File: config.mk
export PLATFORM = sky130hd
export DESIGN_NAME = pseq_top
export DESIGN_NICKNAME = d
export VERILOG_FILES = /design/src/common/pseq_pkg.sv /design/src/common/pseq_tx_if.sv /design/src/logic/pseq_uart_tx.sv /design/src/logic/pseq_top.sv
export SDC_FILE = /design/constraint.sdc
export NUM_CORES = 1
export LEC_CHECK = 0
export BUFFER_PORTS_ARGS = -buffer_cell sky130_fd_sc_hd__clkbuf_2
export CORE_ASPECT_RATIO = 1.2
export CORE_MARGIN = 2
export CORE_UTILIZATION = 56
export CTS_CLUSTER_DIAMETER = 100
export CTS_CLUSTER_SIZE = 12
export DETAILED_ROUTE_END_ITERATION = 8
export HOLD_SLACK_MARGIN = 0.15
export PLACE_DENSITY_LB_ADDON = 0.25
export SLEW_MARGIN = 20
export SYNTH_ARGS = -nofsm -noshare
export SYNTH_HDL_FRONTEND = slang
export SYNTH_SLANG_ARGS = --single-unit
File: constraint.sdc
create_clock -name clk_i -period 5.8 [get_ports clk_i]
set_input_delay 1.74 -clock clk_i [delete_from_list [all_inputs] [get_ports clk_i]]
set_output_delay 1.74 -clock clk_i [all_outputs]
set_load 0.005 [all_outputs]
File: src/common/pseq_pkg.sv
// Purpose: shared constants and types of the six rail power sequencer
// Assumes: 125 MHz system clock, classic Wishbone register access
// Notes: byte addresses, field positions, reset values and timing counts

`default_nettype none

package pseq_pkg;

  // ****************************************************************
  // channel count and timing
  // ****************************************************************
  localparam int unsigned NCH = 6;
  localparam int unsigned CLK_HZ = 125_000_000;
  localparam int unsigned CLK_NS = 8;
  // delay tick is one millisecond, given in ns
  localparam int unsigned TICK_NS = 1_000_000;
  localparam int unsigned TICK_CYC = TICK_NS / CLK_NS;
  localparam int unsigned BAUD = 115200;
  localparam int unsigned BAUD_DIV = CLK_HZ / BAUD;
  localparam logic [10:0] BAUD_CNT = 11'(BAUD_DIV - 1);
  // start, eight data, one stop, no parity
  localparam logic [3:0] UART_BITS = 4'hA;

  // ****************************************************************
  // register map (byte addresses and word indices)
  // ****************************************************************
  localparam logic [7:0] ADR_CTRL = 8'h00;
  localparam logic [7:0] ADR_STATUS = 8'h04;
  localparam logic [7:0] ADR_ISTAT = 8'h08;
  localparam logic [7:0] ADR_IMASK = 8'h0C;
  // stored delays: on 0..5 then off 0..5, one word each from 0x10
  localparam logic [5:0] WIDX_STO = 6'h04;
  // active delays, same order, read only, from 0x40
  localparam logic [5:0] WIDX_ACT = 6'h10;
  localparam logic [5:0] WIDX_END = 6'h1C;
  localparam logic [5:0] NDLY = 6'h0C;

  // ****************************************************************
  // fields and reset values
  // ****************************************************************
  localparam int unsigned CTRL_LOG = 0;
  localparam int unsigned ST_SUP = 6;
  localparam int unsigned ST_GOOD = 8;
  localparam int unsigned ST_STATE = 16;
  localparam int unsigned IRQ_STEP = 0;
  localparam int unsigned IRQ_UP = 1;
  localparam int unsigned IRQ_DOWN = 2;
  localparam int unsigned IRQ_LOSS = 3;
  localparam int unsigned NIRQ = 4;
  localparam logic [15:0] DLY_RST = 16'h000A;
  localparam logic [7:0] LOG_SYNC = 8'hA5;
  localparam logic [2:0] LOG_LAST = 3'h6;

  typedef enum logic [2:0] {
    S_OFF,
    S_UP_DLY,
    S_UP_WAIT,
    S_ON,
    S_DN_WAIT,
    S_DN_DLY
  } pseq_state_e;

  typedef logic [15:0] pseq_dly_t;

endpackage : pseq_pkg

`default_nettype wire

File: src/common/pseq_tx_if.sv
// Purpose: byte stream from the sequencer core to its serial transmitter
// Assumes: both ends on the system clock
// Notes: a byte moves when valid and ready are both high

`timescale 1ns/1ps
`default_nettype none

interface pseq_tx_if;
  logic [7:0] data;
  logic valid;
  logic ready;
  modport src (output data, output valid, input ready);
  modport snk (input data, input valid, output ready);
endinterface : pseq_tx_if

`default_nettype wire

File: src/logic/pseq_uart_tx.sv
// Purpose: serial transmitter, 8 data bits, one stop bit, no parity
// Assumes: bit time is a fixed count of system clocks
// Notes: line idles high; ready only while no frame is on the line

`timescale 1ns/1ps
`default_nettype none

module pseq_uart_tx (
  input wire logic clk_i,
  input wire logic resetn_i,
  pseq_tx_if.snk tx,
  output logic uart_tx_o
);

  logic [10:0] div_q;
  logic [3:0] bits_q;
  logic [9:0] sh_q;

  // ****************************************************************
  // handshake and bit timing
  // ****************************************************************
  wire start_w = tx.valid && tx.ready;
  wire bit_end_w = (div_q == 11'h000);
  assign tx.ready = (bits_q == 4'h0);
  assign uart_tx_o = sh_q[0];

  always_ff @(posedge clk_i or negedge resetn_i) begin
    if (!resetn_i) begin
      div_q <= 11'h000;
      bits_q <= 4'h0;
      sh_q <= 10'h3FF;
    end else if (start_w) begin
      sh_q <= {1'b1, tx.data, 1'b0};
      bits_q <= pseq_pkg::UART_BITS;
      div_q <= pseq_pkg::BAUD_CNT;
    end else if (bits_q != 4'h0) begin
      if (bit_end_w) begin
        sh_q <= {1'b1, sh_q[9:1]};
        bits_q <= bits_q - 4'h1;
        div_q <= pseq_pkg::BAUD_CNT;
      end else begin
        div_q <= div_q - 11'h001;
      end
    end
  end
endmodule : pseq_uart_tx

`default_nettype wire

File: src/logic/pseq_top.sv
// Purpose: six rail power sequencer with Wishbone registers and log stream
// Assumes: supply sense and rail good come from pins, levels from an ADC
// Notes: delays count in millisecond ticks, loaded at each step start
// Notes on behaviour
// - supply present, wait first delay, enable lowest
// - rail good rise starts next on-delay
// - enable rails strictly in ascending order
// - keep watching supply once all rails up
// - supply lost disables highest rail first
// - rail good fall starts next off-delay
// - disable rails in exact reverse order
// - each up step and each down step after the first has own delay
// - delays are 1 to 65535, sixteen bits
// - new delays stored, used after power cycle
// - active delays readable by the host
// - serial link is 115200 baud 8N1
// - logging streams every rail level repeatedly

`timescale 1ns/1ps
`default_nettype none

module pseq_top #(
  parameter int unsigned TICK_CYCLES = pseq_pkg::TICK_CYC
) (
  input wire logic clk_i,
  input wire logic resetn_i,
  input wire logic wb_cyc_i,
  input wire logic wb_stb_i,
  input wire logic wb_we_i,
  input wire logic [7:0] wb_adr_i,
  input wire logic [3:0] wb_sel_i,
  input wire logic [31:0] wb_dat_i,
  output logic [31:0] wb_dat_o,
  output logic wb_ack_o,
  input wire logic input_supply_ok_i,
  input wire logic [5:0] rail_good_i,
  input wire logic [47:0] rail_level_i,
  output logic [5:0] rail_en_o,
  output logic uart_tx_o,
  output logic irq_o
);

  // ****************************************************************
  // state
  // ****************************************************************
  pseq_pkg::pseq_state_e st_q, st_d;
  logic [2:0] idx_q, idx_d;
  pseq_pkg::pseq_dly_t cnt_q, cnt_d;
  logic [5:0] en_q, en_d;
  logic load_act;
  logic restart;
  logic [31:0] tick_q;
  logic [6:0] sync1_q, sync2_q;
  logic [5:0] good_p_q;
  logic sup_p_q;
  pseq_pkg::pseq_dly_t sto_q [12];
  pseq_pkg::pseq_dly_t act_q [12];
  logic log_en_q;
  logic [3:0] ist_q, imask_q;
  logic ack_q;
  logic [31:0] dat_q;
  logic [2:0] lseq_q;

  // ****************************************************************
  // pin synchronisers
  // ****************************************************************
  // two flops for supply sense and rail good before any use
  always_ff @(posedge clk_i or negedge resetn_i) begin
    if (!resetn_i) begin
      sync1_q <= 7'h00;
      sync2_q <= 7'h00;
    end else begin
      sync1_q <= {input_supply_ok_i, rail_good_i};
      sync2_q <= sync1_q;
    end
  end

  wire sup_w = sync2_q[6];
  wire [5:0] good_w = sync2_q[5:0];

  // edge history of the synchronised pins
  always_ff @(posedge clk_i or negedge resetn_i) begin
    if (!resetn_i) begin
      good_p_q <= 6'h00;
      sup_p_q <= 1'b0;
    end else begin
      good_p_q <= good_w;
      sup_p_q <= sup_w;
    end
  end

  wire [5:0] good_rise_w = good_w & ~good_p_q;
  wire sup_fall_w = sup_p_q & ~sup_w;

  // ****************************************************************
  // millisecond tick
  // ****************************************************************
  // tick restarts with each delay
  wire tick_w = (tick_q == TICK_CYCLES - 1);

  always_ff @(posedge clk_i or negedge resetn_i) begin
    if (!resetn_i) begin
      tick_q <= 32'h0000_0000;
    end else if (restart || tick_w) begin
      tick_q <= 32'h0000_0000;
    end else begin
      tick_q <= tick_q + 32'h0000_0001;
    end
  end

  // ****************************************************************
  // sequence control
  // ****************************************************************
  // highest rail currently enabled
  function automatic logic [2:0] top_rail(input logic [5:0] en);
    logic [2:0] r;
    r = 3'h0;
    for (int i = 0; i < 6; i++) begin
      if (en[i]) begin
        r = 3'(i);
      end
    end
    return r;
  endfunction : top_rail

  wire [2:0] top_w = top_rail(en_q);
  wire [2:0] idx_up_w = idx_q + 3'h1;
  wire [2:0] idx_dn_w = idx_q - 3'h1;
  wire [3:0] off_sel_w = {1'b0, idx_q} + 4'h5;
  wire cnt_last_w = (cnt_q == 16'h0001);

  always_comb begin
    st_d = st_q;
    idx_d = idx_q;
    cnt_d = cnt_q;
    en_d = en_q;
    load_act = 1'b0;
    restart = 1'b0;
    case (st_q)
      pseq_pkg::S_OFF: begin
        if (sup_w) begin
          idx_d = 3'h0;
          cnt_d = act_q[0];
          restart = 1'b1;
          st_d = pseq_pkg::S_UP_DLY;
        end
      end
      pseq_pkg::S_UP_DLY, pseq_pkg::S_UP_WAIT, pseq_pkg::S_ON: begin
        if (!sup_w) begin
          if (en_q != 6'h00) begin
            en_d[top_w] = 1'b0;
            idx_d = top_w;
            st_d = pseq_pkg::S_DN_WAIT;
          end else begin
            load_act = 1'b1;
            st_d = pseq_pkg::S_OFF;
          end
        end else if (st_q == pseq_pkg::S_UP_DLY) begin
          if (tick_w) begin
            if (cnt_last_w) begin
              en_d[idx_q] = 1'b1;
              st_d = pseq_pkg::S_UP_WAIT;
            end else begin
              cnt_d = cnt_q - 16'h0001;
            end
          end
        end else if (st_q == pseq_pkg::S_UP_WAIT) begin
          // rail good rise starts next delay
          // next rail up only after this one
          if (good_rise_w[idx_q]) begin
            if (idx_q == 3'h5) begin
              st_d = pseq_pkg::S_ON;
            end else begin
              idx_d = idx_up_w;
              cnt_d = act_q[idx_up_w];
              restart = 1'b1;
              st_d = pseq_pkg::S_UP_DLY;
            end
          end
        end
      end
      pseq_pkg::S_DN_WAIT: begin
        // rail good low starts next off-delay
        // walk down to the lowest rail
        if (!good_w[idx_q]) begin
          if (idx_q == 3'h0) begin
            load_act = 1'b1;
            st_d = pseq_pkg::S_OFF;
          end else begin
            idx_d = idx_dn_w;
            cnt_d = act_q[off_sel_w];
            restart = 1'b1;
            st_d = pseq_pkg::S_DN_DLY;
          end
        end
      end
      pseq_pkg::S_DN_DLY: begin
        if (tick_w) begin
          if (cnt_last_w) begin
            en_d[idx_q] = 1'b0;
            st_d = pseq_pkg::S_DN_WAIT;
          end else begin
            cnt_d = cnt_q - 16'h0001;
          end
        end
      end
      default: begin
        en_d = 6'h00;
        st_d = pseq_pkg::S_OFF;
      end
    endcase
  end

  // sequence registers
  always_ff @(posedge clk_i or negedge resetn_i) begin
    if (!resetn_i) begin
      st_q <= pseq_pkg::S_OFF;
      idx_q <= 3'h0;
      cnt_q <= 16'h0000;
      en_q <= 6'h00;
    end else begin
      st_q <= st_d;
      idx_q <= idx_d;
      cnt_q <= cnt_d;
      en_q <= en_d;
    end
  end

  assign rail_en_o = en_q;

  // ****************************************************************
  // Wishbone slave decode
  // ****************************************************************
  wire req_w = wb_cyc_i && wb_stb_i && !ack_q;
  wire wr_w = req_w && wb_we_i;
  wire [5:0] widx_w = wb_adr_i[7:2];
  wire [5:0] sto_k_w = widx_w - pseq_pkg::WIDX_STO;
  wire [5:0] act_k_w = widx_w - pseq_pkg::WIDX_ACT;
  wire hit_sto_w = (widx_w >= pseq_pkg::WIDX_STO) && (widx_w < pseq_pkg::WIDX_ACT);
  wire hit_act_w = (widx_w >= pseq_pkg::WIDX_ACT) && (widx_w < pseq_pkg::WIDX_END);
  wire wr_ctrl_w = wr_w && wb_sel_i[0] && (wb_adr_i == pseq_pkg::ADR_CTRL);
  wire wr_istat_w = wr_w && wb_sel_i[0] && (wb_adr_i == pseq_pkg::ADR_ISTAT);
  wire wr_imask_w = wr_w && wb_sel_i[0] && (wb_adr_i == pseq_pkg::ADR_IMASK);
  wire [15:0] dat16_w = wb_dat_i[15:0];
  wire [15:0] old16_w = sto_q[sto_k_w[3:0]];
  wire [15:0] new16_w = {wb_sel_i[1] ? dat16_w[15:8] : old16_w[15:8],
                         wb_sel_i[0] ? dat16_w[7:0] : old16_w[7:0]};
  // zero is out of range and ignored
  wire wr_sto_w = wr_w && hit_sto_w && (wb_sel_i[1:0] != 2'b00) && (new16_w != 16'h0000);

  wire [31:0] status_w = {13'h0000, st_q, 2'b00, good_w, 1'b0, sup_w, en_q};
  wire [31:0] rd_w = (wb_adr_i == pseq_pkg::ADR_CTRL) ? {31'h0, log_en_q} :
                     (wb_adr_i == pseq_pkg::ADR_STATUS) ? status_w :
                     (wb_adr_i == pseq_pkg::ADR_ISTAT) ? {28'h0, ist_q} :
                     (wb_adr_i == pseq_pkg::ADR_IMASK) ? {28'h0, imask_q} :
                     hit_sto_w ? {16'h0000, sto_q[sto_k_w[3:0]]} :
                     hit_act_w ? {16'h0000, act_q[act_k_w[3:0]]} :
                     32'h0000_0000;

  // one wait state answer, ack drops the cycle after
  always_ff @(posedge clk_i or negedge resetn_i) begin
    if (!resetn_i) begin
      ack_q <= 1'b0;
      dat_q <= 32'h0000_0000;
    end else begin
      ack_q <= req_w;
      dat_q <= (req_w && !wb_we_i) ? rd_w : dat_q;
    end
  end

  assign wb_ack_o = ack_q;
  assign wb_dat_o = dat_q;

  // ****************************************************************
  // delay settings
  // ****************************************************************
  // one stored and one active word per step
  // active copy refreshed only at power-off
  // active copy readable at any time
  for (genvar k = 0; k < 12; k++) begin : g_dly
    always_ff @(posedge clk_i or negedge resetn_i) begin
      if (!resetn_i) begin
        sto_q[k] <= pseq_pkg::DLY_RST;
        act_q[k] <= pseq_pkg::DLY_RST;
      end else begin
        if (wr_sto_w && (sto_k_w == 6'(k))) begin
          sto_q[k] <= new16_w;
        end
        if (load_act) begin
          act_q[k] <= sto_q[k];
        end
      end
    end
  end

  // ****************************************************************
  // control and interrupts
  // ****************************************************************
  wire [3:0] ev_w = {sup_fall_w,
                     load_act,
                     (st_d == pseq_pkg::S_ON) && (st_q != pseq_pkg::S_ON),
                     en_d != en_q};
  wire [3:0] w1c_w = wr_istat_w ? wb_dat_i[3:0] : 4'h0;

  // set wins over a same-cycle clear
  always_ff @(posedge clk_i or negedge resetn_i) begin
    if (!resetn_i) begin
      ist_q <= 4'h0;
      imask_q <= 4'h0;
      log_en_q <= 1'b0;
    end else begin
      ist_q <= (ist_q & ~w1c_w) | ev_w;
      imask_q <= wr_imask_w ? wb_dat_i[3:0] : imask_q;
      log_en_q <= wr_ctrl_w ? wb_dat_i[pseq_pkg::CTRL_LOG] : log_en_q;
    end
  end

  assign irq_o = |(ist_q & imask_q);

  // ****************************************************************
  // level logging stream
  // ****************************************************************
  pseq_tx_if tx_if ();

  // sync byte then six rail levels, repeated
  assign tx_if.valid = log_en_q;
  assign tx_if.data = (lseq_q == 3'h0) ? pseq_pkg::LOG_SYNC :
                      rail_level_i[8 * (lseq_q - 3'h1) +: 8];

  always_ff @(posedge clk_i or negedge resetn_i) begin
    if (!resetn_i) begin
      lseq_q <= 3'h0;
    end else if (!log_en_q) begin
      lseq_q <= 3'h0;
    end else if (tx_if.ready) begin
      lseq_q <= (lseq_q == pseq_pkg::LOG_LAST) ? 3'h0 : lseq_q + 3'h1;
    end
  end

  pseq_uart_tx u_tx (
    .clk_i(clk_i),
    .resetn_i(resetn_i),
    .tx(tx_if),
    .uart_tx_o(uart_tx_o)
  );
endmodule : pseq_top

`default_nettype wire

## Word-level counts from Yosys, hierarchy flattened

Index checks and enable logic that the tools add are counted.

- Shift operators: 1
- Add/sub/neg operators: 11
- Reductions and logical operators: 53
- Multiplexer cells: 105
- Order comparisons: 12
- Bitwise logic cells: 17
- Equality and inequality tests: 39

Operator list:

| operator | count |
|---|---|
| $mux W16 | 22 |
| $bmux W16 S4 | 4 |
| $mux W3 | 26 |
| $pmux W16 S4 | 1 |
| $shiftx A48 B33 Y8 | 1 |
| $mux W6 | 7 |
| $mux W19 | 2 |
| $mux W11 | 3 |
| $add A32 B1 Y32 const B | 1 |
| $eq A32 B17 Y1 const B | 1 |
| $mux W32 | 1 |
| $mux W10 | 3 |
| $logic_and A1 B1 Y1 | 29 |
| $eq A6 B3 Y1 const B | 4 |
| $eq A6 B4 Y1 const B | 4 |
| $mux W8 | 3 |
| $ne A3 B3 Y1 const B | 8 |
| $and A6 B6 Y6 | 3 |
| $not A6 Y6 | 3 |
| $pmux W6 S3 | 1 |
| $mux W1 | 17 |
| $eq A16 B1 Y1 const B | 1 |
| $eq A8 B4 Y1 const B | 2 |
| $mux W4 | 4 |
| 58 further kinds | 87 |

- Register bits: 535
- Output and inout port bits: 41
- Input bits: 104
- Word-level logic and storage cells: 280

## Depth between registers and ports, before layout

Gate-level depths: netlist (run 1).

- Depth after elaboration: 16
- Depth in mapped cells: 18
- Gate-level depth less buffers: 10

## By module

A second synthesis (run 1) with hierarchy kept.

- Cells, all modules: 2302
- Area total of the unflattened synthesis: 28169.5 um2

Modules (own cells, without submodules):

| module | times used | seq. area each (um2) | cells each | area an instance (um2) |
|---|---|---|---|---|
| pseq_top | 1 | 12497.0 | 2181 | 26955.9 |
| pseq_uart_tx | 1 | 611.8 | 121 | 1213.7 |

## Least setup slack after synthesis (run 1)

OpenSTA, ideal clock, no wires.

- Path type: input port to flip-flop
- Start point: in wb_adr_i[4]
- End point: reg sto_q[118] in the netlist's numbering
- Buffers on the path: 7
- Slack: 0.575 ns
- Data required time: 5.675 ns
- Library setup time: 0.125 ns
- Arrival: 5.100 ns
- Stages: 17
- Cell sequence: clkbuf_1 -> buf_2 -> buf_2 -> inv_1 -> ha_1 -> buf_2 -> mux4_2 -> mux2_2 -> nand2_1 -> o21bai_1 -> nor4_1 -> nand4_1 -> buf_2 -> and3_1 -> buf_6 -> buf_6 -> mux2_4

- Longest elaborated chain between the ends: 9
- Elaborated cells between the ends (all ways): 16
- Classes of those cells: add/sub: 1; order compare: 2; eq/ne: 1; mux: 5; bitwise: 1; reduce/logical: 6

RTL lines:

| item | line | source |
|---|---|---|
| from (decl) | pseq_top.sv:30 | `input wire logic [7:0] wb_adr_i,` |
| $sub A6 B3 Y6 | pseq_top.sv:237 | `wire [5:0] sto_k_w = widx_w - pseq_pkg::WIDX_STO;` |
| $not A4 Y5 (not written as such) | pseq_top.sv:245 | `wire [15:0] old16_w = sto_q[sto_k_w[3:0]];` |
| $bmux W16 S4 | pseq_top.sv:245 |  |
| $mux W16 (not written as such) (2 in a row) | pseq_top.sv:245 |  |
| $mux W8, on equally long branches | pseq_top.sv:247, pseq_top.sv:246 |  |
| $reduce_bool A16 Y1 | pseq_top.sv:249 | `wire wr_sto_w = wr_w && hit_sto_w && (wb_sel_i[1:0] != 2'b00) && (new16_w != 16'h0000);` |
| $logic_and A1 B1 Y1 | pseq_top.sv:249 |  |
| $logic_and A1 B1 Y1 | pseq_top.sv:286 | `if (wr_sto_w && (sto_k_w == 6'(k))) begin` |
| to (signal, indexed assignment) | pseq_top.sv:283 | `sto_q[k] <= pseq_pkg::DLY_RST;` |
| to (signal, indexed assignment) | pseq_top.sv:287 | `sto_q[k] <= new16_w;` |
| to (decl) | pseq_top.sv:56 | `pseq_pkg::pseq_dly_t sto_q [12];` |

Parallel ways exist; a longest one is shown, timed or not. The select of a mux whose other input is x is not followed.
A chain may end at the register's enable or synchronous reset.

## Worst setup path in the final report (run 1)

- Start point: in wb_adr_i[4]
- End point: reg sto_q[44] in the netlist's numbering

Same word-level chain as after synthesis.

==> reports/metrics.cfg, run 1 <==
[global_routing]
grt_pass1_vias = 20900
grt_remaining_overflow = 0
grtUsageTotal_pct = 31.6
grt_pass1_wl_um = 124000
antenna_found_initial = 1
grt_max_degree = 203

[clock_network]
numCtsBuffers = 49
cts-htree-levels = 2
clockBufferDepth = 3
postCtsHoldBufs = 0
clockRootBuffer = clkbuf_16
cts_setup_buffers = 0
cts_tree = done
cts_resized = 0
clk_latency_ns = 0.61
cts.sinks = 521
clkSlewWorstSetupHoldPaths_ns = 0.06

[die]
core_mm2 = 0.0491
die_x_um = 207
io_pins = 145
die_h_um = 248
die_area_mm2 = 0.0514
std_cell_rows = 89
start_util_pct = 56.5

[power_and_ir_drop]
power_frac_clock_pct = 36.8
p_sw_uw = 2290
internal_power_uw = 5870
swShare_pct = 28.0
p_leak_uw = 0.0140
vdd_drop_max_v = 0.000202
power.density_mw_per_mm2 = 265
p_comb_share_pct = 15.2
power.share.sequential_pct = 48.0

[critical_path]
startpoint_type = primary input
cp.required_ns = 6.29
crit_path_end_kind = register
cp_max_fo = 14
rr_worst_depth = 10
criticalPathCategory = primary input to register
worst_ep_arrival_time_ns = 5.22

[logic_synthesis]
synth_flop_cell = dfrtp_1
synth_area_mm2 = 0.0278
yosys-top-cells-area = dfrtp_1 (42%), mux2_2 (13%), mux4_2 (11%), dfstp_2 (5.4%), mux2_4 (3.4%)
yosysSeqAreaShare_pct = 47.2
synth_area_leader_cell = dfrtp_1
postSynthCellCount = 2285
async_reset_ff_share_pct = 100
synth-edff-count = 0
synth_cell_types = 76
synth_seq_cells = 521
netlist.area_leader.share_pct = 41.8
yosys_warnings = 0
synth_area_per_cell_um2 = 12.1

[worst_hold_path]
hold-path-cell-count = 0
hold_class = register to register

[sta]
grt_setup_unrepaired = false
period_needed_ns = 4.73
period_share_pct = 81.6
setup_tns_ns = 0
worst_pin_slew_ns = 1.16
skew_ns = 0.0213
hold_violations = 0
finalSetupViolations = 0
final_max_slew_viol_count = 0
slew_headroom_pct = 22.1
fmax_mhz = 211
fin_hold_ws_ns = 0.356

[placed_design]
hpwl_um = 54300
gp_congestion = 0.951
portBuffers = 113

[finish]
final_core_util_pct = 62.7
area_growth_pct = 10.9
drive_gt1_share_pct = 35.4
fin_nets = 2508
multi_input_area_mm2 = 0.0136
seq_area_mm2 = 0.0131
fillCellCount = 3721

[route]
vias = 20000
ant_nets = 0
wire_per_inst_um = 26.5
route.detailed.drc = 0
first_pass_iters = 5
routed_via_density = 6.56
drt_wl_total_um = 80700
first_iter_violations = 1999

[flow_run]
drv_cap = 0

[outcome]
outcome = finished, final reports clean

## placed cells by master (no fill, tap or decap), types with 20 or more instances in the layout
master,instances
nor2_1,134
buf_4,83
a22oi_1,20
nand2_1,189
xor2_1,21
nand3_1,33
clkbuf_2,110
dfstp_2,57
clkbuf_16,51
o22ai_1,24
dfrtp_1,462
inv_1,53
mux2_4,63
buf_12,20
mux2_2,315
nor3_1,24
a21oi_1,86
mux2i_1,78
mux4_2,130
o21ai_0,115
clkbuf_1,28
## state kept, by name (all words and copies together), names as in the netlist, 4 cells and up
signal and cells:
ist_q 4, tick_q 32, act_q 192, sync1_q 7, sto_q 192, u_tx.div_q 11, wb_dat_o 19, u_tx.bits_q 4
u_tx.sh_q 9, imask_q 4, rail_en_o 6, cnt_q 16, good_p_q 6, sync2_q 7
## logic make-up (layout without fill, tap and decap cells)
kind of cell,Yosys count,count (layout),synth area share [%]
buffers and inverters,234,351,4.01
AO/OA/AOI/OAI,387,387,8.80
multiplexers,586,586,29.6
other,1,14,0.0135
XOR/XNOR,42,42,1.33
adder cells (fa/ha/maj),20,20,0.902
flip-flops,521,521,47.2
AND/OR/NAND/NOR,494,494,8.16
## metrics by stage
stage / setup slack, ns / area (µm²) / cells / power [µW]
final: 1.07 / 30800 / 3052 / 8160
after global routing: 0.974 / 30800 / 3051 / 8450
after CTS: 1.20 / 30700 / 3050 / 8190
after detailed placement: 0.579 / 29300 / 2969 / 5210
after global placement: 0.600 / 29300 / 2969 / 5180
after floorplan: 0.575 / 27800 / 2297 / 4720
## layer usage
metal | vias up | wire [µm] | GRT usage [%]
li1 | 8575 | - | -
met1 | 10300 | 31300 | 39.3
met2 | 872 | 38300 | 51.9
met3 | 278 | 5770 | 5.96
met4 | 2 | 5410 | 18.9
met5 | - | 16 | 0
## cells in the mapped netlist (25+ instances only)
cell and count:
nand3_1 33, nand2_1 189, mux4_2 130, a21oi_1 87, nor2_1 134, o21ai_0 117, dfrtp_1 464, inv_1 53
mux2_4 63, mux2i_1 78, mux2_2 315, dfstp_2 57, buf_2 25, clkbuf_1 102
## power by group through the flow
stage | Combinational [µW] | Sequential [µW] | Clock, µW
after floorplan | 779 | 3940 | 0
after global placement | 1210 | 3970 | 0
after detailed placement | 1230 | 3980 | 0
after CTS | 1230 | 3910 | 3040
after global routing | 1340 | 3940 | 3180
final | 1240 | 3920 | 3000
## worst max-delay path: stages
cell,delay (ns)
clkbuf_2,0.13
inv_1,0.12
ha_1,0.32
buf_4,0.29
mux4_2,0.36
mux2_2,0.28
nand2_1,0.09
o21bai_1,0.21
nor4_1,0.54
nand4_1,0.14
buf_4,0.22
and3_1,0.27
buf_12,0.19
mux2_4,0.30
## worst paths after layout
kind	start	endpoint	slack, ns
worst max-delay path	wb_adr_i[4]	sto_q[44]	1.07
worst min-delay path	sync1_q[5]	sync2_q[5]	0.36
worst max register to register	idx_q[0]	cnt_q[8]	1.53
worst min register to register	sync1_q[5]	sync2_q[5]	0.36
max in group asynchronous	resetn_i	u_tx.sh_q[5]	3.50
min in group asynchronous	resetn_i	tick_q[12]	1.18
## final cells by class
| type | count | share of cell area [%] |
|---|---|---|
| diodes | 1 | 0.00813 |
| clock buffers | 79 | 4.49 |
| clock inverters | 2 | 0.0569 |
| inverters | 55 | 0.671 |
| multi-input cells | 1542 | 44.3 |
| flip-flops and latches | 521 | 42.6 |
| well taps | 637 | 2.59 |
| repair buffers | 215 | 5.25 |
(Power assumes the default switching activity.)
==> run 2, diff against run 1 <==
==> constraint.sdc (replaced) <==
create_clock -name clk_i -period 4.54 [get_ports clk_i]
set_input_delay 1.362 -clock clk_i [delete_from_list [all_inputs] [get_ports clk_i]]
set_output_delay 1.362 -clock clk_i [all_outputs]
set_load 0.005 [all_outputs]
==> run 2 against run 1 <==
Total power up 28%. Critical path depth rose by 2. Worst hold slack about the same. Design area increased by 2.5%. Final cell count grew 2.9%. Clock-buffer cell count shrank 1. Clock power up 26%. Critical endpoint is now sto_q[28]. Largest power group unchanged.
==> reports/metrics.cfg, run 2 (synthesis results as in run 1) <==
[global_routing]
antenna_found_initial = 3
grt_max_degree = 135
grt_pass1_vias = 20600
grtUsageTotal_pct = 32.6
grt_remaining_overflow = 0
grt_pass1_wl_um = 127000

[route]
drt_wl_total_um = 82900
wl_met2_um = 40100
routed_via_density = 6.47
vias = 20300
route.detailed.drc = 0
wl_met1_um = 32100
first_pass_iters = 6
ant_nets = 0
first_iter_violations = 1909
dr_wl_met3_um = 6070
dr.max_layer_used = met5
wire_per_inst_um = 26.4

[critical_path]
worst_ep_arrival_time_ns = 4.77
rr_startpoint = idx_q[1]
criticalPathCategory = primary input to register
crit_path_end_kind = register
rr_worst_depth = 9
rrSetupSlack_ns = 0.79
cp-startpoint = wb_adr_i[4]
cp.required_ns = 5.03
crit_end = sto_q[28]
r2r-end = cnt_q[8]
cp_max_fo = 12
startpoint_type = primary input

[clock_network]
clockRootBuffer = clkbuf_16
numCtsBuffers = 49
cts-htree-levels = 2
clkSlewWorstSetupHoldPaths_ns = 0.06
cts_resized = 0
cts_tree = done
clk_latency_ns = 0.62
clockBufferDepth = 3
postCtsHoldBufs = 0
cts_setup_buffers = 0
cts.sinks = 521

[sta]
worst_pin_slew_ns = 0.975
fmax_mhz = 234
period_needed_ns = 4.27
setup_tns_ns = 0
period_share_pct = 94.2
final_max_slew_viol_count = 0
skew_ns = 0.0319
finalSetupViolations = 0
grt_setup_unrepaired = false
slew_headroom_pct = 34.9
hold_violations = 0

[finish]
layout_common_cells = dfrtp_1 (463), mux2_2 (315), nand2_1 (189), buf_4 (165), nor2_1 (133)
drive_gt1_share_pct = 37.8
fin_nets = 2599
reg_top3 = act_q x192, sto_q x192, tick_q x32
final_common_cell = dfrtp_1
final_cells = 3142
area_growth_pct = 13.6
diodes = 0

[die]
std_cell_rows = 89
start_util_pct = 56.5
core_mm2 = 0.0491
die_h_um = 248
io_pins = 145
die_x_um = 207
die_area_mm2 = 0.0514

[power_and_ir_drop]
swShare_pct = 28.4
power.share.sequential_pct = 47.8
power.density_mw_per_mm2 = 332
power_frac_clock_pct = 36.2
p_comb_share_pct = 16.0
power_uw = 10500
p_sw_uw = 2970
internal_power_uw = 7500
vdd_drop_max_v = 0.000227
p_leak_uw = 0.0144

[placed_design]
hpwl_um = 57600
place_inst = 3061
portBuffers = 113
gp_congestion = 0.954

[flow_run]
drv_cap = 0

[outcome]
outcome = finished, final reports clean

[worst_hold_path]
hold_class = register to register

-- run 2: worst min path at each step --
stage	startpoint	to	slack (ns)	depth (start not counted)
finish	sync1_q[2]	sync2_q[2]	0.36	0
global route	sync1_q[2]	sync2_q[2]	0.37	0
CTS	sync1_q[5]	sync2_q[5]	0.36	0
detailed placement	sync1_q[5]	sync2_q[5]	0.34	0
global placement	sync1_q[4]	sync2_q[4]	0.34	0
floorplan	sync1_q[0]	sync2_q[0]	0.33	0
-- run 2: power by group through the flow --
stage,clock network (µW),registers (µW),logic [µW]
floorplan,0,5040,998
global placement,0,5070,1630
detailed placement,0,5080,1650
CTS,3850,5000,1670
global route,4030,5030,1810
finish,3790,5010,1680
-- run 2: critical path: stages --
cell,delay (ns)
clkbuf_2,0.11
inv_1,0.18
ha_4,0.28
buf_4,0.23
inv_1,0.28
buf_4,0.18
a221o_1,0.16
o21ai_1,0.12
mux2_2,0.30
nor4b_1,0.35
nand4_1,0.15
buf_4,0.19
buf_4,0.14
nand2_2,0.17
buf_12,0.19
mux2_2,0.35
-- run 2: through the flow --
step / instance area [µm²] / hold WS (ns) / setup WS (ns) / utilization [%]
6_report: 31500 / 0.356 / 0.265 / 64.2
5_1_grt: 31500 / 0.365 / 0.260 / 64.2
4_1_cts: 31500 / 0.361 / 0.418 / 64.2
3_5_place_dp: 30200 / 0.338 / -0.199 / 61.4
3_3_place_gp: 30200 / 0.339 / -0.200 / 61.4
2_1_floorplan: 27800 / 0.331 / 0.0355 / -
-- run 2: layer usage --
metal  track usage (%)  vias up
li1                  -     8777
met1              40.9    10400
met2              54.4      934
met3              6.20      262
met4              16.4        6
met5                 0        -
-- run 2: cell type report --
class | instances | area, µm²
clock buffer | 78 | 1340
fill | 3739 | 17600
tap | 637 | 797
clock inverter | 3 | 26.3
timing repair buffer | 306 | 2400
sequential | 521 | 13100
multi-input combinational | 1542 | 13700
inverter | 55 | 206
==> run 3, diff against run 2 <==
==> constraint.sdc (replaced) <==
create_clock -name clk_i -period 4.33 [get_ports clk_i]
set_input_delay 1.299 -clock clk_i [delete_from_list [all_inputs] [get_ports clk_i]]
set_output_delay 1.299 -clock clk_i [all_outputs]
set_load 0.005 [all_outputs]
==> run 3 against run 2 <==
Non-clock buffer count shrank 3. Sequential share of layout area barely moved. Utilization hardly changed. Die area did not move. Largest power group unchanged. Register-to-register slack got worse by 0.19 ns. Highest routed layer unchanged. First-iteration DRC count grew 0.10%. Combinational power grew 4%.
==> reports/metrics.cfg, run 3 (synthesis results as in run 1) <==
[die]
die_area_mm2 = 0.0514
die_x_um = 207
die_h_um = 248
start_util_pct = 56.5
core_mm2 = 0.0491
io_pins = 145
std_cell_rows = 89

[clock_network]
postCtsHoldBufs = 0
numCtsBuffers = 49
cts_tree = done
clkSlewWorstSetupHoldPaths_ns = 0.06
cts-htree-levels = 2
clockBufferDepth = 3
clockRootBuffer = clkbuf_16
cts_setup_buffers = 0
cts.sinks = 521
cts_resized = 0
clk_latency_ns = 0.60

[worst_hold_path]
hold_class = register to register

[critical_path]
cp.required_ns = 4.81
cp_max_fo = 11
startpoint_type = primary input
criticalPathCategory = primary input to register
worst_ep_arrival_time_ns = 4.67
crit_path_end_kind = register

[finish]
reg_top3 = act_q x192, sto_q x192, tick_q x32
multi_input_area_mm2 = 0.0137
fillCellCount = 3702
drive_gt1_share_pct = 37.9
layout_common_cells = dfrtp_1 (463), mux2_2 (315), nand2_1 (189), buf_4 (159), nor2_1 (133)
fin_nets = 2596
seq_area_mm2 = 0.0131
final_core_util_pct = 64.3
diodes = 0
area_growth_pct = 13.7
final_common_cell = dfrtp_1

[sta]
worst_pin_slew_ns = 0.985
fin_hold_ws_ns = 0.350
finalSetupViolations = 0
hold_violations = 0
period_share_pct = 96.8
final_max_slew_viol_count = 0
slew_headroom_pct = 34.3
period_needed_ns = 4.19
finalWorstSetupSlack_ns = 0.139
grt_setup_unrepaired = false
setup_tns_ns = 0
skew_ns = 0.0165
fmax_mhz = 239

[global_routing]
grt_max_degree = 123
grt_pass1_wl_um = 125000
grt_remaining_overflow = 0
antenna_found_initial = 1
grtUsageTotal_pct = 31.9
grt_pass1_vias = 21000

[route]
first_iter_violations = 1911
drt_wl_total_um = 81400
route.detailed.drc = 0
wire_per_inst_um = 26.0
ant_nets = 0
routed_via_density = 6.52
vias = 20400
first_pass_iters = 5

[flow_run]
drv_cap = 0

[placed_design]
hpwl_um = 57100
dp_slack_ns = -0.456
gp_congestion = 0.944
portBuffers = 113

[power_and_ir_drop]
vdd_drop_max_v = 0.000295
power.density_mw_per_mm2 = 348
power_uw = 11000
p_leak_uw = 0.0144

[outcome]
outcome = finished, final reports clean

-- run 3: area by class of cell --
| class | instances | area share [%] |
|---|---|---|
| tap | 637 | 2.53 |
| sequential | 521 | 41.5 |
| inverter | 55 | 0.654 |
| multi-input combinational | 1542 | 43.3 |
| clock inverter | 2 | 0.0555 |
| clock buffer | 71 | 4.28 |
| timing repair buffer | 303 | 7.67 |
-- run 3: routing by layer --
metal	track usage, %	up-vias	wire (µm)
li1	-	8748	-
met1	39.3	10400	30900
met4	17.1	2	4870
met3	7.23	277	6610
met5	0	-	18
met2	52.8	941	39000
-- run 3: final timing paths --
| check | slack, ns | cells past startpoint | endpoint | start |
|---|---|---|---|---|
| max | 0.14 | 14 | sto_q[25] | wb_adr_i[2] |
| min | 0.35 | 0 | sync2_q[5] | sync1_q[5] |
| max reg2reg | 0.60 | 9 | cnt_q[8] | idx_q[0] |
| min reg2reg | 0.35 | 0 | sync2_q[5] | sync1_q[5] |
| max in group asynchronous | 2.57 | 2 | act_q[113] | resetn_i |
| min in group asynchronous | 0.79 | 1 | sto_q[12] | resetn_i |
-- run 3: report_power, final --
group | leakage [µW] | switching [µW] | internal (µW)
registers | 0.00689 | 174 | 5090
logic | 0.00687 | 1050 | 684
clock network | 0.000661 | 1840 | 2140
-- run 3: worst max-delay path: stages --
cell and delay, ns:
buf_4 0.23, buf_4 0.29, and2_1 0.28, buf_4 0.18, a221o_1 0.16, o21ai_1 0.07
mux2_2 0.30, nor4b_1 0.56, nand4_1 0.25, buf_4 0.23, buf_4 0.14, nand2_2 0.11
buf_12 0.19, mux2_2 0.35
-- run 3: through the flow --
stage               area, µm²  cells
floorplan               27800   2297
global placement        30200   3058
detailed placement      30200   3058
CTS                     31600   3131
global route            31600   3131
finish                  31600   3131
